## src/core_pkg.sv

```systemverilog
package core_pkg;
	// ****************
	// Register map
	// ****************
	localparam logic [7:0] ADDR_OPA = 8'h00;
	localparam logic [7:0] ADDR_OPB = 8'h04;
	localparam logic [7:0] ADDR_CMD = 8'h08;
	localparam logic [7:0] ADDR_PSW = 8'h0C;
	localparam logic [7:0] ADDR_RES = 8'h10;
	localparam logic [7:0] ADDR_IRQ = 8'h14;
	localparam logic [7:0] ADDR_PC = 8'h18;
	localparam logic [7:0] ADDR_STAT = 8'h1C;

	// ****************
	// Status word layout
	// ****************
	localparam int PSW_C = 0;
	localparam int PSW_Z = 1;
	localparam int PSW_I = 2;
	localparam int PSW_D = 3;
	localparam int PSW_T = 5;
	localparam int PSW_V = 6;
	localparam int PSW_N = 7;
	localparam logic [7:0] PSW_RESET = 8'h04;
	localparam logic [7:0] BYTE_ZERO = 8'h00;

	// ****************
	// Operations and timing
	// ****************
	typedef enum logic [3:0] {
		OP_ADC, OP_SBC, OP_MUL, OP_DIV, OP_SEC, OP_CLC, OP_SED, OP_CLD, OP_NOP
	} op_type;

	localparam logic [6:0] CYC_ALU = 7'h02;
	localparam logic [6:0] CYC_MUL = 7'h0F;
	localparam logic [6:0] CYC_DIV = 7'h10;
	localparam logic [6:0] CYC_FLAG = 7'h02;
	localparam logic [6:0] PHI_DIV = 7'h02;
	localparam logic [6:0] CNT_ONE = 7'h01;

	localparam logic [4:0] BCD_MAX = 5'h09;
	localparam logic [4:0] BCD_ADJ = 5'h06;
endpackage

```

## src/arith_if.sv

```systemverilog
interface arith_if;
	import core_pkg::*;
	logic [7:0] a;
	logic [7:0] b;
	logic cin;
	logic dec;
	op_type op;
	logic [7:0] lo;
	logic [7:0] hi;
	logic cout;
	logic vout;

	modport core (output a, output b, output cin, output dec, output op,
		input lo, input hi, input cout, input vout);
	modport unit (input a, input b, input cin, input dec, input op,
		output lo, output hi, output cout, output vout);
endinterface

```

## src/status_arith_core.sv

```systemverilog
// Contract
// RL1 - After reset the status word has its interrupt mask flag at one.
// RL2 - Software sets the index mode and base-ten flags itself after reset.
// RL3 - A written interrupt request value shows only after one more instruction ends.
// RL4 - With the base-ten flag at one, add and subtract work in decimal.
// RL5 - Software runs another instruction after a decimal op before carry or base-ten ops.
// RL6 - In decimal mode only the carry from add or subtract is meaningful.
// RL7 - Multiply and divide ignore the index mode and base-ten flags.
// RL8 - Multiply and divide leave the whole status word unchanged.
// RL9 - Each op lasts its cycle count of an internal clock at half the input rate.
// RL10 - On leaving reset the program counter loads the two-byte start vector.
module status_arith_core (
	input wire logic pclk,
	input wire logic presetn,
	input wire logic psel,
	input wire logic penable,
	input wire logic pwrite,
	input wire logic [7:0] paddr,
	input wire logic [31:0] pwdata,
	output logic [31:0] prdata,
	output logic pready,
	output logic pslverr,
	input wire logic [7:0] reset_vec_hi,
	input wire logic [7:0] reset_vec_lo,
	output logic cpu_clk,
	output logic busy
);
	import core_pkg::*;

	typedef enum logic {ST_IDLE, ST_RUN} state_type;

	// ****************
	// Storage
	// ****************
	state_type state_ff, nxt_state;
	op_type op_ff;
	logic [6:0] cnt_ff, nxt_cnt;
	logic [7:0] opa_ff, opb_ff, psw_ff, nxt_psw;
	logic [7:0] res_lo_ff, res_hi_ff;
	logic [7:0] irq_wr_ff, irq_vis_ff;
	logic [15:0] pc_ff;
	logic vec_done_ff;
	logic phi_ff;
	logic pready_ff, pslverr_ff;
	logic [31:0] prdata_ff;

	arith_if ai ();

	arith_unit u_arith (
		.ai(ai)
	);

	// ****************
	// Bus decode
	// ****************
	logic setup_wait, stall, commit, wr, hit;
	logic hit_opa, hit_opb, hit_cmd, hit_psw, hit_irq;
	logic start, done, busy_now;
	logic [31:0] rd_mux;
	logic [6:0] cyc_sel;
	op_type cmd_op;

	assign busy_now = (state_ff == ST_RUN);
	assign stall = pwrite && busy_now;
	assign setup_wait = psel && penable && !pready_ff && !stall;
	assign commit = psel && penable && pready_ff;
	assign wr = commit && pwrite && hit;
	assign hit_opa = (paddr == ADDR_OPA);
	assign hit_opb = (paddr == ADDR_OPB);
	assign hit_cmd = (paddr == ADDR_CMD);
	assign hit_psw = (paddr == ADDR_PSW);
	assign hit_irq = (paddr == ADDR_IRQ);
	assign hit = hit_opa || hit_opb || hit_cmd || hit_psw || hit_irq
		|| (paddr == ADDR_RES) || (paddr == ADDR_PC) || (paddr == ADDR_STAT);
	assign cmd_op = op_type'(pwdata[3:0]);
	assign start = wr && hit_cmd && vec_done_ff;
	assign done = busy_now && (cnt_ff == CNT_ONE);

	assign rd_mux = hit_opa ? {24'h00_0000, opa_ff} :
		hit_opb ? {24'h00_0000, opb_ff} :
		hit_cmd ? {28'h000_0000, op_ff} :
		hit_psw ? {24'h00_0000, psw_ff} :
		(paddr == ADDR_RES) ? {16'h0000, res_hi_ff, res_lo_ff} :
		hit_irq ? {24'h00_0000, irq_vis_ff} :
		(paddr == ADDR_PC) ? {16'h0000, pc_ff} :
		(paddr == ADDR_STAT) ? {30'h0000_0000, vec_done_ff, busy_now} :
		32'h0000_0000;

	// ****************
	// Sequencing
	// ****************
	assign cyc_sel = (cmd_op == OP_MUL) ? CYC_MUL :
		(cmd_op == OP_DIV) ? CYC_DIV :
		(cmd_op == OP_ADC || cmd_op == OP_SBC) ? CYC_ALU : CYC_FLAG;

	// Op length counted in input clocks, two per internal cycle
	always_comb begin
		nxt_state = state_ff;
		nxt_cnt = cnt_ff;
		if (start) begin
			nxt_state = ST_RUN;
			nxt_cnt = 7'(cyc_sel * PHI_DIV); // RL9
		end else if (done) begin
			nxt_state = ST_IDLE;
			nxt_cnt = 7'h00;
		end else if (busy_now) begin
			nxt_cnt = cnt_ff - CNT_ONE;
		end
	end

	assign ai.a = opa_ff;
	assign ai.b = opb_ff;
	assign ai.cin = psw_ff[PSW_C];
	assign ai.op = op_ff;
	// Fixed binary behaviour for multiply and divide
	assign ai.dec = psw_ff[PSW_D] && (op_ff == OP_ADC || op_ff == OP_SBC); // RL7

	// ****************
	// Status word update
	// ****************
	always_comb begin
		nxt_psw = psw_ff;
		if (wr && hit_psw) begin
			nxt_psw = pwdata[7:0];
		end else if (done) begin
			case (op_ff)
				OP_ADC, OP_SBC: begin
					nxt_psw[PSW_C] = ai.cout;
					// Sign, overflow and zero not updated in decimal mode
					if (!psw_ff[PSW_D]) begin // RL6
						nxt_psw[PSW_N] = ai.lo[7];
						nxt_psw[PSW_V] = ai.vout;
						nxt_psw[PSW_Z] = (ai.lo == BYTE_ZERO);
					end
				end
				OP_SEC: nxt_psw[PSW_C] = 1'b1;
				OP_CLC: nxt_psw[PSW_C] = 1'b0;
				OP_SED: nxt_psw[PSW_D] = 1'b1;
				OP_CLD: nxt_psw[PSW_D] = 1'b0;
				default: nxt_psw = psw_ff; // RL8
			endcase
		end
	end

	always_ff @(posedge pclk or negedge presetn) begin
		if (!presetn) begin
			state_ff <= ST_IDLE;
			cnt_ff <= 7'h00;
			op_ff <= OP_NOP;
			psw_ff <= PSW_RESET; // RL1
			phi_ff <= 1'b0;
		end else begin
			state_ff <= nxt_state;
			cnt_ff <= nxt_cnt;
			psw_ff <= nxt_psw;
			phi_ff <= !phi_ff; // RL9
			if (start) begin
				op_ff <= cmd_op;
			end
		end
	end

	// ****************
	// Data registers
	// ****************
	always_ff @(posedge pclk or negedge presetn) begin
		if (!presetn) begin
			opa_ff <= BYTE_ZERO;
			opb_ff <= BYTE_ZERO;
			res_lo_ff <= BYTE_ZERO;
			res_hi_ff <= BYTE_ZERO;
		end else begin
			if (wr && hit_opa) begin
				opa_ff <= pwdata[7:0];
			end
			if (wr && hit_opb) begin
				opb_ff <= pwdata[7:0];
			end
			if (done && op_ff != OP_SEC && op_ff != OP_CLC
				&& op_ff != OP_SED && op_ff != OP_CLD) begin
				res_lo_ff <= ai.lo;
				res_hi_ff <= ai.hi;
			end
		end
	end

	// Request bits reach the readable copy at the end of the next op
	always_ff @(posedge pclk or negedge presetn) begin
		if (!presetn) begin
			irq_wr_ff <= BYTE_ZERO;
			irq_vis_ff <= BYTE_ZERO;
		end else begin
			if (wr && hit_irq) begin
				irq_wr_ff <= pwdata[7:0];
			end
			if (done) begin
				irq_vis_ff <= irq_wr_ff; // RL3
			end
		end
	end

	// Vector taken on the first edge after reset release
	always_ff @(posedge pclk or negedge presetn) begin
		if (!presetn) begin
			pc_ff <= 16'h0000;
			vec_done_ff <= 1'b0;
		end else if (!vec_done_ff) begin
			pc_ff <= {reset_vec_hi, reset_vec_lo}; // RL10
			vec_done_ff <= 1'b1;
		end
	end

	always_ff @(posedge pclk or negedge presetn) begin
		if (!presetn) begin
			pready_ff <= 1'b0;
			pslverr_ff <= 1'b0;
			prdata_ff <= 32'h0000_0000;
		end else begin
			pready_ff <= setup_wait;
			pslverr_ff <= setup_wait && !hit;
			if (setup_wait) begin
				prdata_ff <= rd_mux;
			end
		end
	end

	assign prdata = prdata_ff;
	assign pready = pready_ff;
	assign pslverr = pslverr_ff;
	assign cpu_clk = phi_ff;
	assign busy = busy_now;

	// ****************
	// Checks
	// ****************
	localparam int MUL_TICKS = 30;
	localparam int DIV_TICKS = 32;
endmodule

```

## src/arith_unit.sv

```systemverilog
module arith_unit (
	arith_if.unit ai
);
	import core_pkg::*;

	logic [8:0] bin_sum;
	logic [4:0] dlo;
	logic [4:0] dhi;
	logic lo_c;
	logic hi_c;
	logic [15:0] prod;

	assign prod = 16'(ai.a) * 16'(ai.b);

	always_comb begin
		bin_sum = 9'h000;
		dlo = 5'h00;
		dhi = 5'h00;
		lo_c = 1'b0;
		hi_c = 1'b0;
		ai.lo = BYTE_ZERO;
		ai.hi = BYTE_ZERO;
		ai.cout = 1'b0;
		ai.vout = 1'b0;
		case (ai.op)
			OP_ADC, OP_SBC: begin
				if (ai.op == OP_ADC) begin
					bin_sum = {1'b0, ai.a} + {1'b0, ai.b} + 9'(ai.cin);
					ai.vout = (ai.a[7] == ai.b[7]) && (bin_sum[7] != ai.a[7]);
				end else begin
					bin_sum = {1'b0, ai.a} + {1'b0, ~ai.b} + 9'(ai.cin);
					ai.vout = (ai.a[7] != ai.b[7]) && (bin_sum[7] != ai.a[7]);
				end
				ai.lo = bin_sum[7:0];
				ai.cout = bin_sum[8];
				// Digit-wise correction in base-ten mode
				if (ai.dec && ai.op == OP_ADC) begin // RL4
					dlo = {1'b0, ai.a[3:0]} + {1'b0, ai.b[3:0]} + 5'(ai.cin);
					lo_c = dlo > BCD_MAX;
					if (lo_c) begin
						dlo = dlo + BCD_ADJ;
					end
					dhi = {1'b0, ai.a[7:4]} + {1'b0, ai.b[7:4]} + 5'(lo_c);
					hi_c = dhi > BCD_MAX;
					if (hi_c) begin
						dhi = dhi + BCD_ADJ;
					end
					ai.lo = {dhi[3:0], dlo[3:0]};
					ai.cout = hi_c;
				end else if (ai.dec) begin // RL4
					dlo = {1'b0, ai.a[3:0]} - {1'b0, ai.b[3:0]} - 5'(!ai.cin);
					lo_c = dlo[4];
					if (lo_c) begin
						dlo = dlo - BCD_ADJ;
					end
					dhi = {1'b0, ai.a[7:4]} - {1'b0, ai.b[7:4]} - 5'(lo_c);
					hi_c = dhi[4];
					if (hi_c) begin
						dhi = dhi - BCD_ADJ;
					end
					ai.lo = {dhi[3:0], dlo[3:0]};
					ai.cout = !hi_c;
				end
			end
			OP_MUL: begin
				ai.lo = prod[7:0];
				ai.hi = prod[15:8];
			end
			OP_DIV: begin
				// Divide by zero gives all ones and keeps the dividend
				if (ai.b == BYTE_ZERO) begin
					ai.lo = ~BYTE_ZERO;
					ai.hi = ai.a;
				end else begin
					ai.lo = ai.a / ai.b;
					ai.hi = ai.a % ai.b;
				end
			end
			default: begin
				ai.lo = BYTE_ZERO;
			end
		endcase
	end
endmodule

```

## config.mk

```make
export PLATFORM = sky130hd
export DESIGN_NAME = status_arith_core
export DESIGN_NICKNAME = d
export VERILOG_FILES = /design/src/core_pkg.sv /design/src/arith_if.sv /design/src/status_arith_core.sv /design/src/arith_unit.sv
export SDC_FILE = /design/constraint.sdc
export NUM_CORES = 1
export LEC_CHECK = 0
export BUFFER_PORTS_ARGS = -buffer_cell sky130_fd_sc_hd__buf_2
export CORE_MARGIN = 3
export CORE_UTILIZATION = 45
export DETAILED_ROUTE_END_ITERATION = 8
export GPL_TIMING_DRIVEN = 0
export PLACE_DENSITY_LB_ADDON = 0.25
export SYNTH_ARGS = -nofsm -noshare
export SYNTH_HDL_FRONTEND = slang
export SYNTH_SLANG_ARGS = --single-unit
export TNS_END_PERCENT = 50
```

## constraint.sdc

```tcl
create_clock -name pclk -period 29.9 [get_ports pclk]
set_input_delay 2.99 -clock pclk [delete_from_list [all_inputs] [get_ports pclk]]
set_output_delay 2.99 -clock pclk [all_outputs]
set_load 0.02 [all_outputs]
```

==> metrics.yaml <==
status:
  status: "completed"
sta:
  rsz0062_at_grt: "false"
  max_freq_ghz: 0.07404
  drv_slew: 0
  fin_tns_setup_ns: 0
  worst_pin_slew_ns: 0.9326
  setup_viol: 0
  fin_crit_sh_pct: 45.17
  relSlewSlack_pct: 37.31
  period_needed_ns: 13.51
  skew_ns: 0.01675
  hold_viol: 0
synth:
  synth-seq-cells: 104
  synth_top_area_cell: "dfrtp_1"
  yosysMostFrequentCell: "nand2_1"
  ys_types: 85
  synthArstFlopShare_pct: 100.0
  syn_area_per_cell_sq_um: 8.692
  ys.flop_type: "dfrtp_1"
  yosysWarnings: 0
  netlist_area_sq_mm: 0.01071
  synth-edff-count: 0
  synthTopCellsByArea: "dfrtp_1 24%, ha_1 13%, fa_1 8.6%"
  yosysSeqAreaShare_pct: 24.33
  synth.cells.most_frequent: "151 x nand2_1, 111 x ha_1, 102 x dfrtp_1"
  synth_cells: 1232
  yosysTopAreaCellShare_pct: 23.83
clock_network:
  cts_tree: "done"
  clk_latency_ns: 0.36
  cts_max_level: 3
  ctsResizeCount: 0
  path_clk_slew_ns: 0.08
  root_buffer: "clkbuf_16"
  cts_num_sinks: 104
  clk_path_buf_depth: 2
  cts_buffers: 9
  hold_buffers: 0
  post_cts_buffers: 0
drt:
  drt_pass1_iterations: 5
  initialDrtViolationCount: 781
  routedWlPerCell_microns: 19.23
  drc: 0
  drt_wl_total_microns: 31360
  drt.antenna.violating_nets: 0
  vias: 9456
  avgViaCountPerCell: 5.798
hold_path:
  hold-path-cell-count: 1
  hold_class: "flip-flop to flip-flop"
  min_from: "cpu_clk"
  min_to: "cpu_clk"
floorplanning:
  io_pins: 97
  start_util_pct: 46.59
  chipHeight_microns: 160.3
  coreArea_sq_mm: 0.02298
  placementRows: 55
  die-width_microns: 160.3
  dieArea_sq_mm: 0.02568
setup_path:
  r2r_cells: 47
  critPathRequiredTime_ns: 30.15
  cpPeakStageDelay_ns: 0.77
  cp_slowest_cell: "dfrtp_1"
  path_class: "flip-flop to flip-flop"
  cp.arrival_ns: 13.75
  ff2ff_setup_slack_ns: 16.39
  critPathMaxFanout: 13
  reg2reg_from: "ai.b[0]"
  worstSetupStartpointType: "flip-flop"
  cp_common_cell: "ha_1"
  crit_path_end_kind: "flip-flop"
  timing.rr.end: "res_hi_ff[7]"
pwr:
  powerDensity_mw_per_mm2: 29.90
  leakagePower_nw: 5.694
  irDropWorstVdd_uv: 29.05
layout:
  post-route-cell-area_sq_mm: 0.01175
  areaGrowthSynthToFinish_pct: 9.697
  fill_cells: 2181
  register_area_sq_mm: 0.002605
  diodes: 0
  nNetsFinal: 1531
  drive_above_1_share_pct: 12.52
  multi_input_area_sq_mm: 0.007446
place:
  dp_hpwl_microns: 24410
  portBuffers: 54
  gp_congestion: 0.9841
  placed_area_sq_mm: 0.01146
global_routing:
  grt_pass1_vias: 9042
  grt_pass1_wl_microns: 49700
  grt_overflow: 0
  grt_max_degree: 63
  antenna_found_initial: 0
  track_usage_pct: 24.26
flow_run:
  cap_viol_max_count: 0
[per-stage QoR]
stage                     setup slack [ns]  instances  util, %  hold WS [ns]  power (mW)
final                                16.39       1631    51.11        0.4133      0.3513
after global routing                 15.50       1631    51.11        0.4535      0.3698
after CTS                            16.62       1631    51.11        0.4166      0.3518
after detailed placement             16.67       1615    49.85        0.4046      0.2380
after global placement               16.84       1614    49.72        0.4010      0.2361
after floorplan                      18.69       1247        -        0.4348      0.2161
[registers in the layout, summed over array words and instances, names as in the netlist, 7 cells and up]
| name | count |
|---|---|
| ai.b | 8 |
| pc_ff | 16 |
| irq_wr_ff | 8 |
| psw_ff | 8 |
| ai.a | 8 |
| res_hi_ff | 8 |
| cnt_ff | 7 |
| irq_vis_ff | 8 |
| prdata | 16 |
| res_lo_ff | 8 |
[worst max-delay path by stage]
stage                        from            to  slack, ns  depth (start not counted)
final                     ai.b[0]  res_hi_ff[7]      16.39                         47
after global routing      ai.b[0]  res_hi_ff[7]      15.50                         47
after CTS                 ai.b[0]  res_hi_ff[7]      16.62                         47
after detailed placement  ai.b[0]  res_hi_ff[7]      16.67                         47
after global placement    ai.b[0]  res_hi_ff[7]      16.84                         47
after floorplan           ai.b[5]  res_hi_ff[7]      18.69                         47
[layout make-up]
class,count,area share (%)
inverter,99,3.163
buffer,70,2.918
sequential,104,22.17
clock inverter,6,0.4367
timing repair buffer,55,2.556
clock buffer,10,2.034
multi-input combinational,974,63.38
tap,313,3.334
[worst max-delay path, delay by kind of cell (launching register included)]
| family | cells | cell delay (ns) |
|---|---|---|
| muxes | 3 | 1.06 |
| AOI/OAI and AO/OA | 21 | 5.05 |
| and+or+nand+nor | 11 | 2.51 |
| buffers and inverters | 4 | 1.36 |
| DFF | 1 | 0.77 |
| adders and majority gates | 8 | 2.62 |
[where the power goes]
part	leakage [nW]	internal [mW]	switching (mW)	total, mW
registers	1.37	0.152	0.00742	0.159
logic	4.18	0.0307	0.0459	0.0766
clock network	0.142	0.0598	0.0555	0.115
[layout by cell type (no fill, tap or decap), types with 25 or more instances in the layout]
master,Yosys,layout
inv_1,98,98
dfrtp_1,102,102
nand3_1,25,25
nor2_1,86,86
buf_2,4,57
fa_1,46,46
ha_1,111,111
nor3_1,30,30
a21oi_1,60,60
clkbuf_1,44,44
mux2_2,40,40
o21ai_0,64,64
nand2_1,151,151
mux2i_1,35,35
xnor2_1,28,28
[per-layer routing]
| layer | track usage [%] | up-vias | wire [microns] |
|---|---|---|---|
| met4 | 6.706 | 0 | 750 |
| li1 | - | 4491 | - |
| met3 | 4.799 | 48 | 2309 |
| met5 | 0 | - | 0 |
| met1 | 34.45 | 4584 | 14360 |
| met2 | 37.83 | 333 | 13940 |
[cell families after synthesis]
logic type | after synthesis | synth area share [%]
other cells | 2 | 0.07013
flops | 104 | 24.33
mux | 90 | 9.721
compound gates | 273 | 16.85
buf+inv | 169 | 6.671
xor+xnor | 39 | 3.190
fa+ha+maj | 157 | 21.57
simple gates | 398 | 17.61
Power figures use the tool's default switching activity.
